**src/cdu_pkg.sv**
```systemverilog
// package: register map, field layout, reset values and update sources of the current dac control
package cdu_pkg;

  // ---------------------------------------------------------------
  // register offsets
  // ---------------------------------------------------------------
  localparam logic [7:0] CDU_ADDR_DATA_LOW  = 8'h96;
  localparam logic [7:0] CDU_ADDR_DATA_HIGH = 8'h97;
  localparam logic [7:0] CDU_ADDR_CONTROL   = 8'hB9;

  // ---------------------------------------------------------------
  // field positions and masks
  // ---------------------------------------------------------------
  localparam int         CDU_CTL_ENABLE_POS  = 7;
  localparam int         CDU_CTL_SOURCE_LSB  = 4;
  localparam int         CDU_CTL_RANGE_LSB   = 0;
  localparam logic [7:0] CDU_CTL_WRITE_MASK  = 8'hF3;
  localparam logic [7:0] CDU_LOW_WRITE_MASK  = 8'hC0;

  // ---------------------------------------------------------------
  // reset values
  // ---------------------------------------------------------------
  localparam logic [7:0] CDU_RST_DATA_LOW  = 8'h00;
  localparam logic [7:0] CDU_RST_DATA_HIGH = 8'h00;
  localparam logic [7:0] CDU_RST_CONTROL   = 8'h72;
  localparam logic [9:0] CDU_RST_LATCH     = 10'h000;
  localparam logic [7:0] CDU_RST_READ      = 8'h00;

  // ---------------------------------------------------------------
  // update sources and full-scale ranges
  // ---------------------------------------------------------------
  typedef enum logic [2:0] {
    CDU_SRC_TIMER0  = 3'h0,
    CDU_SRC_TIMER1  = 3'h1,
    CDU_SRC_TIMER2  = 3'h2,
    CDU_SRC_TIMER3  = 3'h3,
    CDU_SRC_RISE    = 3'h4,
    CDU_SRC_FALL    = 3'h5,
    CDU_SRC_ANY     = 3'h6,
    CDU_SRC_WRITE_H = 3'h7
  } cdu_source_type;

  typedef enum logic [1:0] {
    CDU_RANGE_0P5MA = 2'h0,
    CDU_RANGE_1MA   = 2'h1,
    CDU_RANGE_2MA   = 2'h2
  } cdu_range_type;

  // register bus request
  typedef struct packed {
    logic       wr;
    logic       rd;
    logic [7:0] addr;
    logic [7:0] wdata;
  } cdu_bus_req_type;

  // analog side settings
  typedef struct packed {
    logic          enable;
    cdu_range_type range;
    logic [9:0]    code;
  } cdu_analog_type;

endpackage

```
**src/cdu_edge_detect.sv**
```systemverilog
// module: pin synchroniser and edge detector for the conversion-start pin
`timescale 1ns/1ps

module cdu_edge_detect (
  // clock and reset
  input  wire logic clock,
  input  wire logic rst_n,
  // pin
  input  wire logic pin_in,
  // edge pulses
  output logic      rise_pulse,
  output logic      fall_pulse
);
  import cdu_pkg::*;

  logic sync1_r;
  logic sync2_r;
  logic sync3_r;
  logic level_r;

  // ---------------------------------------------------------------
  // synchroniser
  // ---------------------------------------------------------------
  always_ff @(posedge clock or negedge rst_n) begin
    if (!rst_n) begin
      sync1_r <= 1'b0;
      sync2_r <= 1'b0;
      sync3_r <= 1'b0;
    end else begin
      sync1_r <= pin_in;
      sync2_r <= sync1_r;
      sync3_r <= sync2_r;
    end
  end

  // ---------------------------------------------------------------
  // filtered level; a change counts once stages two and three agree
  // ---------------------------------------------------------------
  always_ff @(posedge clock or negedge rst_n) begin
    if (!rst_n) begin
      level_r <= 1'b0;
    end else if (sync2_r == sync3_r) begin
      level_r <= sync3_r;
    end
  end

  // one pulse per qualifying edge
  assign rise_pulse = (sync2_r == sync3_r) && sync3_r && !level_r;
  assign fall_pulse = (sync2_r == sync3_r) && !sync3_r && level_r;

endmodule // cdu_edge_detect

```
**src/cdu_top.sv**
```systemverilog
// module: register file and output update scheduling of the current dac
//
// The address-and-strobe port is this design's own decision.
`timescale 1ns/1ps

module cdu_top (
  // clock and reset
  input  wire logic                  clock,
  input  wire logic                  rst_n,
  // register port
  input  wire logic [7:0]            reg_addr,
  input  wire logic [7:0]            reg_wdata,
  input  wire logic                  reg_wr,
  input  wire logic                  reg_rd,
  output logic [7:0]                 reg_rdata,
  // update event sources
  input  wire logic [3:0]            timer_overflow,
  input  wire logic                  conversion_start_pin,
  // converter side
  output cdu_pkg::cdu_analog_type    analog_out,
  output logic                       update_pulse
);
  import cdu_pkg::*;

  // ---------------------------------------------------------------
  // decode
  // ---------------------------------------------------------------
  function automatic logic hit(input logic [7:0] a, input logic [7:0] target);
    hit = (a == target);
  endfunction

  cdu_bus_req_type req;
  assign req = '{wr: reg_wr, rd: reg_rd, addr: reg_addr, wdata: reg_wdata};

  logic wr_low;
  logic wr_high;
  logic wr_ctl;
  assign wr_low  = req.wr && hit(req.addr, CDU_ADDR_DATA_LOW);
  assign wr_high = req.wr && hit(req.addr, CDU_ADDR_DATA_HIGH);
  assign wr_ctl  = req.wr && hit(req.addr, CDU_ADDR_CONTROL);

  // ---------------------------------------------------------------
  // registers
  // ---------------------------------------------------------------
  logic [7:0] data_low_r;
  logic [7:0] data_high_r;
  logic [7:0] control_r;
  logic [9:0] latch_r;
  logic [7:0] rdata_r;
  logic       update_r;

  always_ff @(posedge clock or negedge rst_n) begin
    if (!rst_n) begin
      data_low_r <= CDU_RST_DATA_LOW;
    end else if (wr_low) begin
      data_low_r <= req.wdata & CDU_LOW_WRITE_MASK;
    end
  end

  always_ff @(posedge clock or negedge rst_n) begin
    if (!rst_n) begin
      data_high_r <= CDU_RST_DATA_HIGH;
    end else if (wr_high) begin
      data_high_r <= req.wdata;
    end
  end

  always_ff @(posedge clock or negedge rst_n) begin
    if (!rst_n) begin
      control_r <= CDU_RST_CONTROL;
    end else if (wr_ctl) begin
      control_r <= req.wdata & CDU_CTL_WRITE_MASK;
    end
  end

  cdu_source_type source;
  assign source = cdu_source_type'(control_r[CDU_CTL_SOURCE_LSB +: 3]);

  // ---------------------------------------------------------------
  // start pin edges
  // ---------------------------------------------------------------
  logic pin_rise;
  logic pin_fall;

  cdu_edge_detect u_edge (
    .clock      (clock),
    .rst_n      (rst_n),
    .pin_in     (conversion_start_pin),
    .rise_pulse (pin_rise),
    .fall_pulse (pin_fall)
  );

  // ---------------------------------------------------------------
  // update event selection
  // ---------------------------------------------------------------
  logic event_now;
  always_comb begin
    event_now = 1'b0;
    case (source)
      CDU_SRC_TIMER0:  event_now = timer_overflow[0];
      CDU_SRC_TIMER1:  event_now = timer_overflow[1];
      CDU_SRC_TIMER2:  event_now = timer_overflow[2];
      CDU_SRC_TIMER3:  event_now = timer_overflow[3];
      CDU_SRC_RISE:    event_now = pin_rise;
      CDU_SRC_FALL:    event_now = pin_fall;
      CDU_SRC_ANY:     event_now = pin_rise || pin_fall;
      CDU_SRC_WRITE_H: event_now = wr_high;
      default:         event_now = 1'b0;
    endcase
  end

  // a high-byte write in the same cycle as the event is taken along,
  // so the latch never misses the byte that software just wrote
  logic [7:0] high_now;
  logic [7:0] low_now;
  assign high_now = wr_high ? req.wdata : data_high_r;
  assign low_now  = wr_low ? (req.wdata & CDU_LOW_WRITE_MASK) : data_low_r;

  always_ff @(posedge clock or negedge rst_n) begin
    if (!rst_n) begin
      latch_r <= CDU_RST_LATCH;
    end else if (event_now) begin
      latch_r <= {high_now, low_now[7:6]};
    end
  end

  always_ff @(posedge clock or negedge rst_n) begin
    if (!rst_n) begin
      update_r <= 1'b0;
    end else begin
      update_r <= event_now;
    end
  end

  // ---------------------------------------------------------------
  // read port: data one cycle after the strobe, zero otherwise
  // ---------------------------------------------------------------
  always_ff @(posedge clock or negedge rst_n) begin
    if (!rst_n) begin
      rdata_r <= CDU_RST_READ;
    end else if (req.rd && hit(req.addr, CDU_ADDR_DATA_LOW)) begin
      rdata_r <= data_low_r;
    end else if (req.rd && hit(req.addr, CDU_ADDR_DATA_HIGH)) begin
      rdata_r <= data_high_r;
    end else if (req.rd && hit(req.addr, CDU_ADDR_CONTROL)) begin
      rdata_r <= control_r;
    end else begin
      rdata_r <= CDU_RST_READ;
    end
  end

  assign reg_rdata = rdata_r;

  // ---------------------------------------------------------------
  // analog settings
  // ---------------------------------------------------------------
  cdu_range_type range_sel;
  always_comb begin
    range_sel = CDU_RANGE_2MA;
    case (control_r[CDU_CTL_RANGE_LSB +: 2])
      2'h0:    range_sel = CDU_RANGE_0P5MA;
      2'h1:    range_sel = CDU_RANGE_1MA;
      default: range_sel = CDU_RANGE_2MA;
    endcase
  end

  assign analog_out.enable = control_r[CDU_CTL_ENABLE_POS];
  assign analog_out.range  = range_sel;
  assign analog_out.code   = latch_r;
  assign update_pulse      = update_r;

endmodule // cdu_top

```
**config.mk**
```make
export PLATFORM = sky130hd
export DESIGN_NAME = cdu_top
export DESIGN_NICKNAME = d
export VERILOG_FILES = /design/src/cdu_pkg.sv /design/src/cdu_edge_detect.sv /design/src/cdu_top.sv
export SDC_FILE = /design/constraint.sdc
export NUM_CORES = 1
export LEC_CHECK = 0
export BUFFER_PORTS_ARGS = -buffer_cell sky130_fd_sc_hd__clkbuf_2
export CORE_ASPECT_RATIO = 1.5
export CORE_MARGIN = 3
export CORE_UTILIZATION = 48
export CTS_BUF_LIST = sky130_fd_sc_hd__clkbuf_4 sky130_fd_sc_hd__clkbuf_8
export CTS_CLUSTER_SIZE = 8
export DETAILED_ROUTE_END_ITERATION = 10
export PLACE_DENSITY = 0.77
export SYNTH_ARGS = -nofsm -noshare
export SYNTH_HDL_FRONTEND = slang
export SYNTH_SLANG_ARGS = --single-unit
```
**constraint.sdc**
```tcl
create_clock -name clock -period 1.83 [get_ports clock]
set_clock_uncertainty 0.2 [all_clocks]
set_input_delay 0.366 -clock clock [delete_from_list [all_inputs] [get_ports clock]]
set_output_delay 0.366 -clock clock [all_outputs]
set_load 0.005 [all_outputs]
```
-- Word-level counts from Yosys, hierarchy flattened
Cells that the tools add are included.
- input bits: 25
- register bits after elaboration: 39
- word-level logic and storage cells: 44
- equal/unequal tests: 12
- mux-type cells: 7
- reduce and logical (&&, ||, !) cells: 15
- operator list (kind ; count):
    $mux 8 ; 5
    $eq 8x8->1 const B ; 3
    $eq 3x3->1 const B ; 4
    $logic_and 1x1->1 ; 10
    $pmux 1 s8 ; 1
    $eq 3x2->1 const B ; 2
    $pmux 2 s2 ; 1
    $eq 3x1->1 const B ; 1
    $logic_not 3->1 ; 1
    $eq 2x1->1 const B ; 1
    $logic_not 1->1 ; 2
    $logic_not 2->1 ; 1
    $eq 1x1->1 ; 1
    $logic_or 1x1->1 ; 1

-- Logic depth before layout (Yosys ltp)
- word-level depth: 5
- depth in mapped cells: 8
- gate-level depth less buffers: 7

-- Cells and area by module
From an unflattened synthesis, not the netlist that was laid out.
- cells, all modules: 111
- area total of the unflattened synthesis: 1675.4 um2
- by module, submodules not included (module ; instances ; area an instance (um2) ; cells each ; sequential area each (um2)):
    cdu_top ; 1 ; 1515.2 ; 100 ; 880.8
    cdu_edge_detect ; 1 ; 160.2 ; 11 ; 100.1

-- Worst setup path before layout
OpenSTA, ideal clock, no wires.
- path kind: reg-to-reg
- start point: reg control_r[4]
- end point: reg latch_r[1]
- slack: -0.106 ns
- setup time: 0.125 ns
- required time: 1.505 ns
- buffers on the path: 1
- arrival: 1.611 ns
- period minus slack after synthesis: 1.936 ns
- stages on the path, launching flop included: 6
- cell sequence: dfstp_2 -> mux4_2 -> clkinv_1 -> o22ai_2 -> buf_6 -> mux2_4
- longest elaborated chain between the ends: 2
- elaborated cells between the ends (all ways): 9
- classes of those cells: eq/ne: 7; mux: 1; reduce/logical: 1
- ends and longest elaborated chain (what ; line ; source):
    start, declared ; cdu_top.sv:47 ; logic [7:0] control_r;
    start signal, assigned ; cdu_top.sv:72 ; control_r <= req.wdata & CDU_CTL_WRITE_MASK;
    $eq 3x3->1, or another cell as far along ; cdu_top.sv:99 ; case (source)
    $pmux 1 s8 * ; cdu_top.sv:99 ;
    via event_now ; cdu_top.sv:96 ; logic event_now;
    end signal, assigned ; cdu_top.sv:123 ; latch_r <= {high_now, low_now[7:6]};
    end, declared ; cdu_top.sv:48 ; logic [9:0] latch_r;
Mark *: on every way through the listed nets, which the timed path passes. The rest lies on a longest branch.
A chain may end at the register's enable or synchronous reset.

-- Worst setup path in the final report
- start point: reg control_r[4]
- end point: reg latch_r[4]
- longest elaborated chain between the ends: 2
- elaborated cells between the ends (all ways): 9
- classes of those cells: eq/ne: 7; mux: 1; reduce/logical: 1
- ends and longest elaborated chain (what ; line):
    $eq 3x3->1, or another cell as far along ; cdu_top.sv:99
    $pmux 1 s8 * ; cdu_top.sv:99
Every way passes the cells marked *; elsewhere a longest branch is shown, timed or not.

==> results.md <==
- Run status: complete, but fails checks
- Violated checks: setup timing
- # placed instances: 202
- Crit-path cells: mux4_2 > clkinv_2 > o22ai_4 > buf_12 > mux2_4
- Seq/Total Area, Yosys: 57.9%
- Fin util: 66.2%
- Clock Pin Slew Worst Setup and Hold Paths: 0.07 ns
- Netlist Area Pre-Place: 0.00169 mm^2
- FF-to-FF path depth: 5
- Crit path DAT: 1.97 ns
- Worst setup SP type: register
- Ys Warns: 0
- XOR/XNOR share of the synthesized area: 0%
- Post-synth top area share: 51.7%
- Main combinational cell family by area after synthesis: multiplexers
- Min Tclk post-route: 1.99 ns
- Seq cells post-synth: 39
- CTS root buf: clkbuf_8
- Routed len/inst: 16.3 um
- Logic pwr share: 12.4%
- Grt ovf: 0
- Rows: 25
- R2r setup slk: -0.16 ns
- H-tree depth: 2
- Reg power frac: 54.5%
- IO Pins: 47
- Hold Crit Start: reg_wdata[5]
- Worst hold path class: in -> reg
- Layout filler cell count: 261
- CTS Buf Count: 5
- CTS tree: built
- Max-cap violations: 0
- Least-Margin Pin Slew: 0.458 ns
- Pins Over Slew Limit: 0
- ANT cells: 0
- Post-synthesis mux area share: 24.0%
- Reg-to-Reg Start: control_r[4]
- Clock Path Buffers: 2
- Hold Path End: control_r[5]
- Initial cell density of the core: 52.0%
- Height of the die: 78.7 um
- Worst path slowest cell: dfstp_2
- Cell Count, Final, Fillers Out: 211
- DP Wirelength: 2640 um
- Setup WS post-layout: -0.161 ns
- Clock sinks: 39
- Input/output buffers: 46
- DRC Markers: 0
- Final setup fails: 9
- CP Data Required Time: 1.81 ns
- Initial antenna violation count: 0
- Fin crit share: 109%
- Clk Latency, worst-skew pair: 0.29 ns
- Post-synthesis adder-cell area fraction: 1.48%
- Worst slew margin: 69.5%
- Power per cell area: 797 mW/mm^2
- Sw power: 0.395 mW
- Sw Share: 23.0%
- Layout Nets: 198
- Die area: 0.00429 mm^2
- Final Hold Violating Endpoints: 0
- Syn_area_per_cell: 15.1 um^2
- Setup bufs post-CTS: 0
- Pint: 1.32 mW
- P_leak: 1.15 nW
- Hold WS: 0.107 ns
- Unrepaired setup endpoints after global routing: yes
- Die Width: 54.5 um
- Antenna-violating nets left: 0
- Vias in the first global route: 1285
- Post-synthesis simple-gate area fraction: 8.50%
- FMAX: 502 MHz
- GRT Total Usage: 19.6%
- Hold Crit Depth: 2
- 1st-iter DRT viols: 13
- Vias per std cell: 5.23
- DR pass1 iterations: 4
- Worst r2r dst: latch_r[4]
- Post-Syn Nets: 139
- Routability cong.: 0.793
- Core Box Area: 0.00325 mm^2
- Vias: 1103
- Largest net degree at the start of global routing: 23
- Largest area contributor in the netlist: dfrtp_1
- Post-synth cell types: 31
- Area delta synth->final: 27.1%
- Post-Route WL: 3430 um
- Setup crit end kind: register
- First-pass GRT wire length: 5960 um
- Clock power frac: 33.1%
- Top post-synthesis cells by area: dfrtp_1 (52%), mux2_4 (17%), dfstp_2 (6.2%), mux2_1 (4.0%), a22o_1 (2.1%)
- Cells after Synth: 112
- Crit Path Max Fanout: 8
- Path type of the worst setup path: reg -> reg
- Layout cells sized above 1: 56.1%
- CP max stage delay: 0.55 ns
- Max IR drop VDD: 0.598 mV
- Synth Area in Compound Gates: 4.95%
what timing repair did:
item,CTS,global route
hold buffers,2,0
gates resized for setup,3,4
pin swaps,0,0
setup endpoints to repair,10,10
endpoints found under the hold margin,15,0
power groups by stage:
stage	registers [mW]	logic [mW]	clock network (mW)
floorplan	0.945	0.103	0
global placement	0.947	0.198	0
detailed placement	0.949	0.206	0
CTS	0.934	0.213	0.590
global route	0.940	0.234	0.633
finish	0.935	0.213	0.568
logic make-up (layout without fill, tap and decap cells):
family,count (synthesis),after routing
DFF,39,39
muxes,29,29
and+or+nand+nor,21,21
AOI/OAI and AO/OA,12,12
buffers and inverters,9,68
adders and majority gates,2,2
cell usage in the layout, fill, tap and decap left out, types with 2 or more instances in the layout:
cell type	synthesis	layout
inv_1	2	2
clkbuf_8	0	5
mux2i_1	2	2
nand2_1	6	6
o21ai_2	0	2
a22o_1	4	4
dlygate4sd3_1	0	2
and2_1	3	3
nor2_1	2	2
clkbuf_4	0	2
buf_12	0	2
buf_4	1	7
dfrtp_1	35	35
clkbuf_2	0	46
mux2_4	19	19
mux2_1	6	6
o21ai_0	5	3
nor2b_1	2	2
ha_1	2	2
dfstp_2	4	4
state kept, by name (all words and copies together) (netlist names):
name / flops
u_edge.sync3_r: 1
reg_rdata: 8
latch_r: 10
data_low_r: 2
control_r: 6
u_edge.level_r: 1
u_edge.sync2_r: 1
u_edge.sync1_r: 1
data_high_r: 8
update_pulse: 1
worst max path at each step:
stage | startpoint | to | slack [ns]
final | control_r[4] | latch_r[4] | -0.16
after global routing | u_edge.sync2_r | latch_r[5] | -0.22
after CTS | control_r[4] | latch_r[8] | -0.17
after detailed placement | reg_addr[6] | latch_r[2] | -0.33
after global placement | reg_addr[6] | latch_r[2] | -0.24
after floorplan | control_r[4] | latch_r[1] | -0.11
layout make-up:
cell class | count | area (um^2) | share of cell area, %
Clock buffer | 7 | 83.8 | 3.90
Inverter | 4 | 16.3 | 0.756
Multi-Input combinational cell | 64 | 678 | 31.5
Sequential cell | 39 | 981 | 45.6
Tap cell | 40 | 50.0 | 2.33
Timing Repair Buffer | 57 | 343 | 15.9
critical path: cells and delay by family, from the launching register on:
kind | cells | cell delay (ns)
mux | 2 | 0.80
flops | 1 | 0.55
buf+inv | 2 | 0.25
compound gates | 1 | 0.08
synth_stat cells, drive strengths merged:
cell,instances
nand3b,1
o22ai,1
inv,3
clkinv,1
o21ai,5
nor3,1
buf,3
a31oi,1
nor2b,2
clkbuf,2
and4,1
and4bb,1
a22o,4
dfrtp,35
nor2,2
nand4bb,1
and2,4
mux2i,2
mux2,26
mux4,1
dfstp,4
nand2,7
a21oi,1
ha,2
nand4,1
stage by stage:
stage	area (um^2)	total power, mW	worst slack, ns	TNS, ns
floorplan	1690	1.05	-0.106	-1.03
global placement	2030	1.15	-0.239	-2.29
detailed placement	2030	1.15	-0.325	-3.18
CTS	2140	1.74	-0.172	-1.50
global route	2150	1.81	-0.220	-2.00
finish	2150	1.72	-0.161	-1.40
routing by layer:
layer	vias up	GRT usage [%]	part of all wire (%)	wire, um
met5	-	0	0	0
met3	9	6.57	7.6	260
met4	0	10.2	2.4	83
li1	508	-	-	-
met1	544	23.9	39	1340
met2	42	29.9	51	1750
(Power assumes the default switching activity.)
